`src/hdl/wwdt_params.svh`:
```
`ifndef WWDT_PARAMS_SVH
`define WWDT_PARAMS_SVH
// Register byte offsets
`define WWDT_MODE_OFF   8'h00
`define WWDT_TC_OFF     8'h04
`define WWDT_FEED_OFF   8'h08
`define WWDT_TV_OFF     8'h0C
`define WWDT_WARN_OFF   8'h10
`define WWDT_WIN_OFF    8'h14
`define WWDT_STAT_OFF   8'h18
`define WWDT_MASK_OFF   8'h1C
// Mode field positions
`define WWDT_M_EN       0
`define WWDT_M_RSTEN    1
`define WWDT_M_RFLAG    2
`define WWDT_M_WINEN    3
`define WWDT_M_WARNEN   4
`define WWDT_M_CLKSEL   5
`define WWDT_M_KEEPOSC  6
// Status field positions
`define WWDT_S_TOUT     0
`define WWDT_S_WARN     1
`define WWDT_S_FEEDERR  2
`define WWDT_S_WINERR   3
// Reset values and constants
`define WWDT_TC_RST     24'hFFFFFF
`define WWDT_TC_MIN     24'h0000FF
`define WWDT_WARN_RST   24'h000000
`define WWDT_WIN_RST    24'hFFFFFF
`define WWDT_FEED_KEY1  8'hAA
`define WWDT_FEED_KEY2  8'h55
`define WWDT_PRESCALE   2'h3
`endif

```
`src/hdl/wwdt_pkg.sv`:
```
`default_nettype none
package wwdt_pkg;
    // Software mode bits
    typedef struct packed {
        logic keep_osc;   // Keep watchdog osc in deep sleep
        logic clk_sel;    // 1: dedicated osc, 0: internal RC
        logic warn_en;    // Warning interrupt enable
        logic win_en;     // Windowed operation
        logic rst_flag;   // Last failure reset the chip
        logic rst_en;     // Failure resets rather than interrupts
        logic enable;     // Set-only enable
    } wwdt_mode_t;
    // Sticky event bits
    typedef struct packed {
        logic win_err;
        logic feed_err;
        logic warn;
        logic tout;
    } wwdt_stat_t;
    // Feed sequence tracker
    typedef enum logic [1:0] {
        WWDT_FEED_IDLE  = 2'b01,
        WWDT_FEED_ARMED = 2'b10
    } wwdt_feed_t;
endpackage
`default_nettype wire

```
`src/hdl/wwdt_tick.sv`:
```
`default_nettype none
`include "wwdt_params.svh"
// Picks the watchdog tick source and divides by four
module wwdt_tick
    import wwdt_pkg::*;
(
    input  wire logic pclk,
    input  wire logic presetn,
    input  wire logic internal_rc_osc,
    input  wire logic dedicated_wdog_osc,
    input  wire logic clk_sel,
    output logic      tick
);
    logic [1:0] sync_a;      // Internal RC synchroniser
    logic [1:0] sync_b;      // Dedicated osc synchroniser
    logic       src_q;       // Previous selected level
    logic [1:0] pre;         // Divide-by-four count
    logic       next_src_q;
    logic [1:0] next_pre;
    logic       next_tick;
    logic       src;

    ////////////////////////////////////////////////////////////////
    // Next values; only the second flops feed logic
    always_comb begin
        src = clk_sel ? sync_b[1] : sync_a[1];
        next_src_q = src;
        next_pre = pre;
        next_tick = 1'b0;
        // Rising edge of the selected source
        if (src && !src_q) begin
            next_pre = pre + 2'h1;
            next_tick = (pre == `WWDT_PRESCALE);
        end
    end

    // Registers; a source switch may cost one partial tick
    always_ff @(posedge pclk or negedge presetn) begin
        if (!presetn) begin
            sync_a <= 2'h0;
            sync_b <= 2'h0;
            src_q <= 1'b0;
            pre <= 2'h0;
            tick <= 1'b0;
        end else begin
            sync_a <= {sync_a[0], internal_rc_osc};
            sync_b <= {sync_b[0], dedicated_wdog_osc};
            src_q <= next_src_q;
            pre <= next_pre;
            tick <= next_tick;
        end
    end
endmodule
`default_nettype wire

```
`src/hdl/wwdt_top.sv`:
```
// The register addresses and register access over APB were decided locally.
`default_nettype none
`include "wwdt_params.svh"
module wwdt_top
    import wwdt_pkg::*;
(
    input  wire logic        pclk,
    input  wire logic        presetn,
    input  wire logic        psel,
    input  wire logic        penable,
    input  wire logic        pwrite,
    input  wire logic [7:0]  paddr,
    input  wire logic [31:0] pwdata,
    output logic             pready,
    output logic [31:0]      prdata,
    output logic             pslverr,
    input  wire logic        internal_rc_osc,
    input  wire logic        dedicated_wdog_osc,
    input  wire logic        deep_sleep,
    output logic             wdog_osc_power,
    output logic             wdog_tick_source,
    output logic             chip_reset,
    output logic             irq
);
    ////////////////////////////////////////////////////////////////
    // State
    wwdt_mode_t  mode;          // Mode bits
    logic [23:0] tc;            // Time-out reload value
    logic [23:0] cnt;           // Running count
    logic [23:0] warn_at;       // Warning compare value
    logic [23:0] win;           // Window bound
    wwdt_stat_t  stat;          // Sticky events
    wwdt_stat_t  mask;          // Interrupt mask
    wwdt_feed_t  feed;          // Feed sequence
    logic        running;       // Started by first feed
    logic        sel_q;         // Pin synchronisers
    logic        sel_qq;
    logic        tick;          // Prescaled count enable

    wwdt_mode_t  next_mode;
    logic [23:0] next_tc;
    logic [23:0] next_cnt;
    logic [23:0] next_warn_at;
    logic [23:0] next_win;
    wwdt_stat_t  next_stat;
    wwdt_stat_t  next_mask;
    wwdt_feed_t  next_feed;
    logic        next_running;
    logic [31:0] next_prdata;
    logic        next_pslverr;
    logic        next_chip_reset;

    // Decode helpers
    logic        setup;         // APB setup cycle
    logic        done;          // APB transfer completes
    logic        wr;
    logic        rd;
    logic        feed_ok;       // Completed keyed feed
    logic        feed_bad;      // Broken feed sequence
    logic        win_bad;       // Feed too early
    logic        tout;          // Count expired
    logic        fail;          // Any watchdog failure

    // Widen a 24-bit value onto the bus
    function automatic logic [31:0] w24(input logic [23:0] v);
        return {8'h00, v};
    endfunction

    // Known register address
    function automatic logic mapped(input logic [7:0] a);
        return a == `WWDT_MODE_OFF || a == `WWDT_TC_OFF ||
               a == `WWDT_FEED_OFF || a == `WWDT_TV_OFF ||
               a == `WWDT_WARN_OFF || a == `WWDT_WIN_OFF ||
               a == `WWDT_STAT_OFF || a == `WWDT_MASK_OFF;
    endfunction

    ////////////////////////////////////////////////////////////////
    // Tick source
    wwdt_tick u_tick (
        .pclk               (pclk),
        .presetn            (presetn),
        .internal_rc_osc    (internal_rc_osc),
        .dedicated_wdog_osc (dedicated_wdog_osc),
        .clk_sel            (mode.clk_sel),
        .tick               (tick)
    );

    // Zero-wait slave; answer prepared in the setup cycle
    assign pready = 1'b1;
    assign setup = psel && !penable;
    assign done = psel && penable;
    assign wr = done && pwrite;
    assign rd = done && !pwrite;

    ////////////////////////////////////////////////////////////////
    // Feed and failure decode
    always_comb begin
        feed_ok = 1'b0;
        feed_bad = 1'b0;
        // Second key right after the first
        if (feed == WWDT_FEED_ARMED && done) begin
            if (wr && paddr == `WWDT_FEED_OFF && pwdata[7:0] == `WWDT_FEED_KEY2)
                feed_ok = 1'b1;
            else if (!(wr && paddr == `WWDT_FEED_OFF && pwdata[7:0] == `WWDT_FEED_KEY1))
                feed_bad = 1'b1;
        end else if (wr && paddr == `WWDT_FEED_OFF && pwdata[7:0] != `WWDT_FEED_KEY1) begin
            feed_bad = 1'b1;
        end
        // Only punished while enabled
        feed_bad = feed_bad && mode.enable;
        win_bad = feed_ok && running && mode.win_en && cnt > win;
        tout = running && tick && cnt == 24'h000000;
        fail = mode.enable && (tout || feed_bad || win_bad);
    end

    ////////////////////////////////////////////////////////////////
    // Next-state logic for registers, counter and bus
    always_comb begin
        next_mode = mode;
        next_tc = tc;
        next_cnt = cnt;
        next_warn_at = warn_at;
        next_win = win;
        next_stat = stat;
        next_mask = mask;
        next_feed = feed;
        next_running = running;
        next_prdata = prdata;
        next_pslverr = pslverr;
        next_chip_reset = 1'b0;

        // Feed tracker: any other access cancels an armed key
        if (wr && paddr == `WWDT_FEED_OFF && pwdata[7:0] == `WWDT_FEED_KEY1)
            next_feed = WWDT_FEED_ARMED;
        else if (done)
            next_feed = WWDT_FEED_IDLE;

        // Register writes
        if (wr) begin
            if (paddr == `WWDT_MODE_OFF) begin
                // Enable can only be set here
                next_mode.enable = mode.enable | pwdata[`WWDT_M_EN];
                next_mode.rst_en = pwdata[`WWDT_M_RSTEN];
                next_mode.win_en = pwdata[`WWDT_M_WINEN];
                next_mode.warn_en = pwdata[`WWDT_M_WARNEN];
                next_mode.clk_sel = pwdata[`WWDT_M_CLKSEL];
                next_mode.keep_osc = pwdata[`WWDT_M_KEEPOSC];
                // Writing zero clears the reset flag
                if (!pwdata[`WWDT_M_RFLAG])
                    next_mode.rst_flag = 1'b0;
            end else if (paddr == `WWDT_TC_OFF) begin
                // Clamp to the 256-step floor
                if (pwdata[23:0] < `WWDT_TC_MIN)
                    next_tc = `WWDT_TC_MIN;
                else
                    next_tc = pwdata[23:0];
            end else if (paddr == `WWDT_WARN_OFF) begin
                next_warn_at = pwdata[23:0];
            end else if (paddr == `WWDT_WIN_OFF) begin
                next_win = pwdata[23:0];
            end else if (paddr == `WWDT_MASK_OFF) begin
                next_mask = pwdata[3:0];
            end
        end

        // Reading status clears it
        if (rd && paddr == `WWDT_STAT_OFF)
            next_stat = '0;

        // Count down on every prescaled tick while running, holding at zero
        if (running && tick && cnt != 24'h000000)
            next_cnt = cnt - 24'h000001;
        // Warning as the count lands on the compare value
        if (mode.warn_en && running && tick && cnt == warn_at + 24'h000001)
            next_stat.warn = 1'b1;

        // Good feed reloads and starts the count
        if (feed_ok && mode.enable && !win_bad) begin
            next_cnt = tc;
            next_running = 1'b1;
        end

        // Failure: reset or interrupt, then disable
        if (fail) begin
            next_mode.enable = 1'b0;
            next_running = 1'b0;
            next_cnt = tc;
            if (mode.rst_en) begin
                next_chip_reset = 1'b1;
                next_mode.rst_flag = 1'b1;
            end else begin
                next_stat.tout = next_stat.tout | tout;
                next_stat.feed_err = next_stat.feed_err | feed_bad;
                next_stat.win_err = next_stat.win_err | win_bad;
            end
        end

        // Read data and error, captured in setup
        if (setup) begin
            next_pslverr = !mapped(paddr);
            next_prdata = 32'h00000000;
            if (!pwrite) begin
                if (paddr == `WWDT_MODE_OFF)
                    next_prdata = {25'h0, mode};
                else if (paddr == `WWDT_TC_OFF)
                    next_prdata = w24(tc);
                else if (paddr == `WWDT_TV_OFF)
                    next_prdata = w24(cnt);
                else if (paddr == `WWDT_WARN_OFF)
                    next_prdata = w24(warn_at);
                else if (paddr == `WWDT_WIN_OFF)
                    next_prdata = w24(win);
                else if (paddr == `WWDT_STAT_OFF)
                    next_prdata = {28'h0000000, stat};
                else if (paddr == `WWDT_MASK_OFF)
                    next_prdata = {28'h0000000, mask};
            end
        end
    end

    ////////////////////////////////////////////////////////////////
    // Registers
    always_ff @(posedge pclk or negedge presetn) begin
        if (!presetn) begin
            mode <= '0;
            tc <= `WWDT_TC_RST;
            cnt <= `WWDT_TC_RST;
            warn_at <= `WWDT_WARN_RST;
            win <= `WWDT_WIN_RST;
            stat <= '0;
            mask <= '0;
            feed <= WWDT_FEED_IDLE;
            running <= 1'b0;
            prdata <= 32'h00000000;
            pslverr <= 1'b0;
            chip_reset <= 1'b0;
            irq <= 1'b0;
        end else begin
            mode <= next_mode;
            tc <= next_tc;
            cnt <= next_cnt;
            warn_at <= next_warn_at;
            win <= next_win;
            stat <= next_stat;
            mask <= next_mask;
            feed <= next_feed;
            running <= next_running;
            prdata <= next_prdata;
            pslverr <= next_pslverr;
            chip_reset <= next_chip_reset;
            irq <= |(next_stat & next_mask);
        end
    end

    ////////////////////////////////////////////////////////////////
    // Oscillator controls; deep-sleep arrives from another domain
    always_ff @(posedge pclk or negedge presetn) begin
        if (!presetn) begin
            sel_q <= 1'b0;
            sel_qq <= 1'b0;
            wdog_osc_power <= 1'b1;
            wdog_tick_source <= 1'b0;
        end else begin
            sel_q <= deep_sleep;
            sel_qq <= sel_q;
            // Osc stops in deep sleep unless kept on
            wdog_osc_power <= !sel_qq || mode.keep_osc;
            wdog_tick_source <= mode.clk_sel;
        end
    end
endmodule
`default_nettype wire

```
`config.mk`:
```
export PLATFORM = sky130hd
export DESIGN_NAME = wwdt_top
export DESIGN_NICKNAME = d
export VERILOG_FILES = /design/src/hdl/wwdt_pkg.sv /design/src/hdl/wwdt_tick.sv /design/src/hdl/wwdt_top.sv
export VERILOG_INCLUDE_DIRS = /design/src /design/src/hdl
export SDC_FILE = /design/constraint.sdc
export NUM_CORES = 1
export LEC_CHECK = 0
export ABC_CLOCK_PERIOD_IN_PS = 2570
export BUFFER_PORTS_ARGS = -buffer_cell sky130_fd_sc_hd__buf_2
export CORE_ASPECT_RATIO = 0.75
export CORE_UTILIZATION = 45
export CTS_BUF_LIST = sky130_fd_sc_hd__clkbuf_8
export CTS_CLUSTER_SIZE = 25
export DETAILED_ROUTE_END_ITERATION = 7
export GPL_ROUTABILITY_DRIVEN = 0
export PLACE_DENSITY_LB_ADDON = 0.05
export SLEW_MARGIN = 20
export SYNTH_ARGS = -nofsm -noshare
export SYNTH_HDL_FRONTEND = slang
export SYNTH_SLANG_ARGS = --single-unit
```
`constraint.sdc`:
```
create_clock -name pclk -period 2.57 [get_ports pclk]
set_input_delay 0.257 -clock pclk [delete_from_list [all_inputs] [get_ports pclk]]
set_output_delay 0.257 -clock pclk [all_outputs]
set_load 0.02 [all_outputs]
```
==> results of run 1 <==
cell type report:
type,instances,area (um2)
fillers,1665,8135
multi-input cells,648,4464
flip-flops and latches,153,3921
repair buffers,178,1242
well taps,247,309.0
clock buffers,19,261.5
inverters,31,116.4
clock inverters,13,108.9
diodes,1,2.502
registers in the layout (all words and copies together) (netlist names), 2 cells and up:
register,count
mode,7
stat,4
prdata,24
warn_at,24
tc,24
u_tick.sync_a,2
u_tick.sync_b,2
u_tick.pre,2
cnt,24
feed,2
win,24
mask,4
per-layer routing:
metal	routed length [um]	vias up	GRT usage, %	part of all wire [%]
li1	-	3445	-	-
met1	12580	3694	40.00	49
met2	11320	200	40.76	44
met3	1471	29	5.332	5.7
met4	339	0	7.960	1.3
met5	0	-	0	0
where the power goes:
part | internal (mW) | switching, mW
sequential | 2.50 | 0.0509
combinational | 0.189 | 0.281
clock | 0.809 | 0.950
total | 3.49 | 1.28
logic make-up after synthesis:
logic type | share of synthesized area [%]
multiplexers | 6.308
flip-flops | 45.76
AO/OA/AOI/OAI | 15.43
adder cells (fa/ha/maj) | 3.942
other | 0.08764
buffers and inverters | 4.657
XOR/XNOR | 5.315
AND/OR/NAND/NOR | 18.50
metrics by stage:
stage,setup TNS [ps],std cells
2_1_floorplan,0,889
3_5_place_dp,-3161,1245
4_1_cts,0,1286
6_report,0,1290
5_1_grt,-85.93,1289
3_3_place_gp,-857.9,1245
worst register-to-register path: cells and delay by family (launching register included):
family          cells  cell delay, ps
flops               1             420
buf+inv             2             330
compound gates      3             610
simple gates        3             610
mux                 2             490
layout by cell type (no fill, tap or decap), types with 30 or more instances in the layout:
master   Yosys  layout
dfrtp_1     79      79
inv_1       31      34
dfstp_2     74      74
buf_2        7      67
o21ai_0     53      52
nand2_1    123     122
mux2_2      40      40
nor2_1      58      55
xnor2_1     31      30
a21oi_1     40      38
buf_4       10      98
path summary, 6_finish.rpt:
path / slack (ps) / cells after the start / endpoint
min in group asynchronous: 360 / 2 / sel_q$_DFF_PN0_
hold reg to reg: 350 / 0 / u_tick.sync_a[1]$_DFF_PN0_
hold / removal: 20 / 3 / tc[13]$_DFFE_PN1P_
setup / recovery: 50 / 10 / irq$_DFF_PN0_
max in group asynchronous: 1280 / 3 / cnt[3]$_DFFE_PN1P_
setup reg to reg: 50 / 10 / irq$_DFF_PN0_
repair_timing:
action | CTS | global route
hold buffers | 8 | 0
gates resized for setup | 11 | 21
buffers inserted | 1 | 3
setup endpoints to repair | 7 | 17
hold endpoints to repair | 54 | 0
pin swaps | 4 | 7
==> Flow_metrics.wiki, run 1 <==
{| class="wikitable"
! Metric !! Value
|-
| Status || finished clean
|-
| First-pass iteration count of the detailed router || 5
|-
| Leading register cell type out of synthesis || dfrtp_1
|-
| Max Clk Rate || 397.3 MHz
|-
| Worst hold-check path type || in -> reg
|-
| Most frequently used cell type in the post-synthesis netlist || nand2_1
|-
| Yosys top cell area share || between 20% and 30%
|-
| Worst Path Class, Setup || reg -> reg
|-
| Finish-stage setup viols || 0
|-
| Horizontal die dimension || 161.3 um
|-
| Cell type with the highest occurrence count on the critical path || buf_4
|-
| Number of pins with negative max-slew slack in the final report || 0
|-
| TritonCTS Buffers || 17
|-
| Worst clock skew on the final layout || 17.17 ps
|-
| Clock tree root buffer cell || clkbuf_8
|-
| Ys async rst share || 100.0%
|-
| Min-Delay Startpoint || pwdata[13]
|-
| Max rail drop VDD || 0.0002975 V
|-
| Number of maximum-capacitance violations || 0
|-
| Antenna Violating Nets Remaining || 0
|-
| Placed Area || 9772 um2
|-
| Number of placement rows || 43
|-
| Worst setup path startpoint || warn_at[3]$_DFFE_PN0P_
|-
| Max-slew headroom at the worst pin || between 50 and 60%
|-
| Clock sinks || 153
|-
| Most common library cells after synthesis || nand2_1 (123), dfrtp_1 (79), dfstp_2 (74)
|-
| Starting DRT DRC Count || 529
|-
| CP max stage delay || 420 ps
|-
| Required @ worst endpoint || 2970 ps
|-
| Crit path time final || 2517 ps
|-
| Library cell contributing the largest single delay on the critical path || dfrtp_1
|-
| Cell type with the highest aggregate area in the netlist || dfrtp_1
|-
| Largest fanout of any net on the critical path || 4
|-
| Number of warning messages in the yosys log || 0
|-
| Wire length of the first global-routing pass || 40.51 mm
|-
| Area growth, synth to finish || 21.67%
|-
| Via count || approximately 7400
|-
| Via density || 5.712
|-
| H-Tree Level Count || 4
|-
| CP Cell Sequence || nand3_2, nor4_4, mux2_2, mux2i_1, a21oi_1, a2111oi_4, buf_4, nand4b_1, buf_4, o21ai_1
|-
| Initial antenna violation count || 0
|-
| Count of mapped cells out of synthesis || 882
|-
| Total Die Area || 19610 um2
|-
| Data arrival time of the worst path || ~2900 ps
|-
| Die boundary height || 121.5 um
|-
| Leftover overflow at the end of global routing || 0
|-
| Measured slew at the worst slew-check pin || 698.4 ps
|-
| Average instance area after synthesis || 9.716 um2
|-
| Total power per unit cell area || approximately 460 nW/um2
|-
| Largest net degree at the start of global routing || 73
|-
| Boundary Pins || between 80 and 90
|-
| Std-Cell Core Area || 18560 um2
|-
| Fraction of the cycle the final worst path needs || a little over nine tenths
|-
| Aggregate global-route resource usage || 27.30%
|-
| Cell types occupying the most area after synthesis || dfrtp_1 (23%), dfstp_2 (23%), nand2_1 (5.4%), mux2_2 (5.3%), ha_1 (3.9%)
|-
| Detailed Place HPWL || 18.27 mm
|-
| Buf/Inv on CP || 2
|-
| Post-detailed-routing wire length || 25.70 mm
|-
| Worst Setup Slack post-DPL || -487.6 ps
|-
| Nets || 1104
|-
| Hold Violations, Final || 0
|-
| Number of synthesized register bits || 153
|-
| Leak pwr || 4.793 nW
|-
| Routed wire length per instance || 19.92 um
|-
| Kind of cell adding the most delay to the critical path || simple AND/OR/NAND/NOR gates
|-
| Cell Area, Synth || 8569 um2
|-
| Setup repair after global routing missed its margin || yes
|-
| Count of port buffers added during placement || 68
|-
| Final standard cell area without fillers || 10430 um2
|-
| Number of global-route vias before repair || 7284
|-
| Post-route DRC violation count || 0
|-
| Launching element type of the critical path || register
|-
| Clk pin slew, worst setup/hold paths || 100 ps
|-
| Number of library cell types mapped by synthesis || 68
|-
| Critical path capture point type || register
|-
| Seq/Total Area, Yosys || roughly 46%
|-
| Sum of internal, switching and leakage power || roughly 4.8 mW
|-
| Buffers from clock root to sink, at most || 2
|-
| Number of flops mapped to enable cells by yosys || 0
|-
| Ratio of cells with drive above 1 in the final layout || 34.64%
|-
| Clock latency of the later-clocked register in the worst-skew pair || 470 ps
|-
| Beginning of the worst register-to-register path || warn_at[3]$_DFFE_PN0P_
|-
| Fin worst setup slack || around 53 ps
|-
| Post-route worst hold slack || between 15 and 20 ps
|-
| Starting Density || 46.17%
|-
| Final core area utilization || 56.17%
|-
| Clock tree from TritonCTS || done
|}
No activity file was read; power rests on OpenSTA's default activity.
==> run 2, diff against run 1 <==
CTS_BUF_LIST = unset   (was sky130_fd_sc_hd__clkbuf_8)
==> Flow_metrics.wiki, run 2 (synthesis gave the netlist of run 1 again) <==
{| class="wikitable"
! Metric !! Value
|-
| Number of global-route vias before repair || 7218 (-0.91%)
|-
| Number of pins with negative max-slew slack in the final report || 0 (unchanged)
|-
| Largest fanout of any net on the critical path || 3 (-1)
|-
| Number of logic stages on the critical path including buffering || 11 (+1)
|-
| Initial antenna violation count || 0 (unchanged)
|-
| Ratio of cells with drive above 1 in the final layout || 35.60% (+0.96 points)
|-
| Detailed Place HPWL || 18.27 mm (unchanged)
|-
| Horizontal die dimension || 161.3 um (unchanged)
|-
| Via density || 5.691 (-0.36%)
|-
| Crit path time final || 2503 ps (-14.13 ps)
|-
| Measured slew at the worst slew-check pin || 701.4 ps (+2.962 ps)
|-
| Final core area utilization || 57.38% (+1.2 points)
|-
| CP max stage delay || 430 ps (about the same)
|-
| Library cell contributing the largest single delay on the critical path || dfrtp_1
|-
| Starting DRT DRC Count || 481 (-9.1%)
|-
| Status || finished clean
|-
| Leftover overflow at the end of global routing || 0 (unchanged)
|-
| Die boundary height || 121.5 um (unchanged)
|-
| Post-route worst hold slack || 41.16 ps (+25.19 ps)
|-
| Worst clock skew on the final layout || 12.93 ps (-4.239 ps)
|-
| Max rail drop VDD || 0.0004066 V (+37%)
|-
| Cell type with the highest occurrence count on the critical path || buf_4
|-
| Buf/Inv on CP || 3 (+1)
|-
| Sum of internal, switching and leakage power || 5.451 mW (+14%)
|-
| Number of maximum-capacitance violations || 0 (unchanged)
|-
| Fin worst setup slack || 67.01 ps (+14.13 ps)
|-
| Detailed route wirelength on metal3 || 1.487 mm (+1.1%)
|-
| Top Metal Used || met4
|-
| Most frequent cells in the layout || nand2_1 (121), buf_4 (101), dfrtp_1 (79)
|-
| Clock tree root buffer cell || clkbuf_16
|-
| Worst setup path startpoint || warn_at[4]$_DFFE_PN0P_
|-
| Std-Cell Core Area || 18560 um2 (unchanged)
|-
| Number of placement rows || 43 (unchanged)
|-
| Boundary Pins || 86 (unchanged)
|-
| End of the worst register-to-register path || irq$_DFF_PN0_
|-
| Fraction of the cycle the final worst path needs || 97.39% (-0.55 points)
|-
| Count of port buffers added during placement || 68 (unchanged)
|-
| Beginning of the worst register-to-register path || warn_at[4]$_DFFE_PN0P_
|-
| Routed length on met1 || 12.75 mm (+1.4%)
|-
| Antenna Diode Count || 0 (-1)
|-
| Via count || 7336 (-0.43%)
|-
| Critical path capture point type || register
|-
| Aggregate global-route resource usage || 27.35% (+0.049 points)
|-
| Launching element type of the critical path || register
|-
| Wire length of the first global-routing pass || 40.48 mm (about the same)
|-
| Total power per unit cell area || 511.9 nW/um2 (+12%)
|-
| Clock sinks || 153 (unchanged)
|-
| Clock latency of the later-clocked register in the worst-skew pair || 440 ps (-30 ps)
|-
| Worst hold-check path type || in -> reg
|-
| Routed wire length per instance || 20.17 um (+1.2%)
|-
| Nets || 1104 (unchanged)
|-
| Amount of wire on met2 after detailed routing || 11.36 mm (+0.35%)
|-
| Post-detailed-routing wire length || 26.00 mm (+1.2%)
|-
| Antenna Violating Nets Remaining || 0 (unchanged)
|-
| Kind of cell adding the most delay to the critical path || simple AND/OR/NAND/NOR gates
|-
| Post-route DRC violation count || 0 (unchanged)
|-
| Buffers from clock root to sink, at most || 2 (unchanged)
|-
| CP Cell Sequence || buf_4, nand4_1, nor4_2, xnor2_1, o221a_2, nand4_1, a2111oi_4, buf_4, nand4b_1, buf_4, o21ai_1
|-
| Total Die Area || 19610 um2 (unchanged)
|-
| Last element of the critical path || irq$_DFF_PN0_
|-
| H-Tree Level Count || 4 (unchanged)
|-
| Required @ worst endpoint || 2940 ps (-30 ps)
|-
| Clk pin slew, worst setup/hold paths || 70 ps (-30 ps)
|-
| TritonCTS Buffers || 17 (unchanged)
|-
| Clock tree from TritonCTS || done
|-
| Data arrival time of the worst path || 2870 ps (-50 ps)
|-
| Max Clk Rate || 399.5 MHz (+0.56%)
|-
| Setup repair after global routing missed its margin || yes
|-
| Commonest non-fill, non-tap cell in the layout || nand2_1
|-
| Worst-case reg-to-reg path depth || 11 (+1)
|-
| Largest net degree at the start of global routing || 73 (unchanged)
|-
| Area growth, synth to finish || 24.28%
|-
| Worst Path Class, Setup || reg -> reg
|-
| First-pass iteration count of the detailed router || 5 (unchanged)
|-
| Flop-to-flop setup slack || 70 ps (about the same)
|-
| Final sum of negative setup slack || 0 ps (unchanged)
|-
| Finish-stage setup viols || 0 (unchanged)
|-
| Max-slew headroom at the worst pin || 53.24% (-0.20 points)
|-
| Worst Setup Slack post-DPL || -487.6 ps (unchanged)
|-
| Leak pwr || 4.857 nW (+1.3%)
|-
| Starting Density || 46.17% (unchanged)
|-
| Hold Violations, Final || 0 (unchanged)
|}
==> run 2: changes by cell type in the layout (fill, tap and decap cells not counted), sizes merged <==
| cell | delta |
|---|---|
| diode | -1 |
| dlygate4sd3 | -4 |
| inv | -4 |
| clkbuf | +4 |
| buf | +4 |
==> run 2: repair_timing <==
action | CTS | global route
buffers inserted | 0 | 8
gates resized for setup | 11 | 31
hold endpoints to repair | 50 | 0
gates cloned | 0 | 0
pin swaps | 5 | 10
endpoints found under the setup margin | 8 | 16
hold buffers | 4 | 0
==> run 2: worst min-delay path by stage <==
stage | from | slack [ps] | cells past startpoint | endpoint
global placement | presetn | 310 | 1 | sel_q$_DFF_PN0_
global route | pwdata[21] | 50 | 3 | tc[21]$_DFFE_PN1P_
floorplan | presetn | -40 | 0 | chip_reset$_DFF_PN0_
detailed placement | presetn | 320 | 1 | sel_q$_DFF_PN0_
finish | pwdata[21] | 40 | 3 | tc[21]$_DFFE_PN1P_
CTS | pwdata[21] | 30 | 3 | tc[21]$_DFFE_PN1P_
==> run 2: per-stage QoR <==
step / area, um2 / instances
after floorplan: 8596 / 889
after detailed placement: 9772 / 1245
final: 10650 / 1289
after global routing: 10650 / 1289
after global placement: 9772 / 1245
after CTS: 10420 / 1281
==> run 2: area by class of cell <==
class	instances	area (um2)
fill	1637	7911
multi-input combinational	648	4506
sequential	153	3921
timing repair buffer	178	1236
clock buffer	23	467.9
tap	247	309.0
inverter	31	116.4
clock inverter	9	93.84
==> run 2: layer usage <==
metal  vias up  track usage [%]
li1       3446                -
met1      3647            40.11
met2       215            40.60
met3        28            5.366
met4         0            8.373
met5         -                0
==> run 2: worst min-delay path, cell delays in order <==
cell and delay, ps:
buf_2 120, nand2_1 50, nand2_1 40
==> run 2: report_power, final <==
group	leakage (nW)	internal (mW)	total, mW	switching [mW]
Sequential	1.84	2.50	2.55	0.0499
Clock	0.257	1.39	2.43	1.04
Combinational	2.76	0.188	0.475	0.287
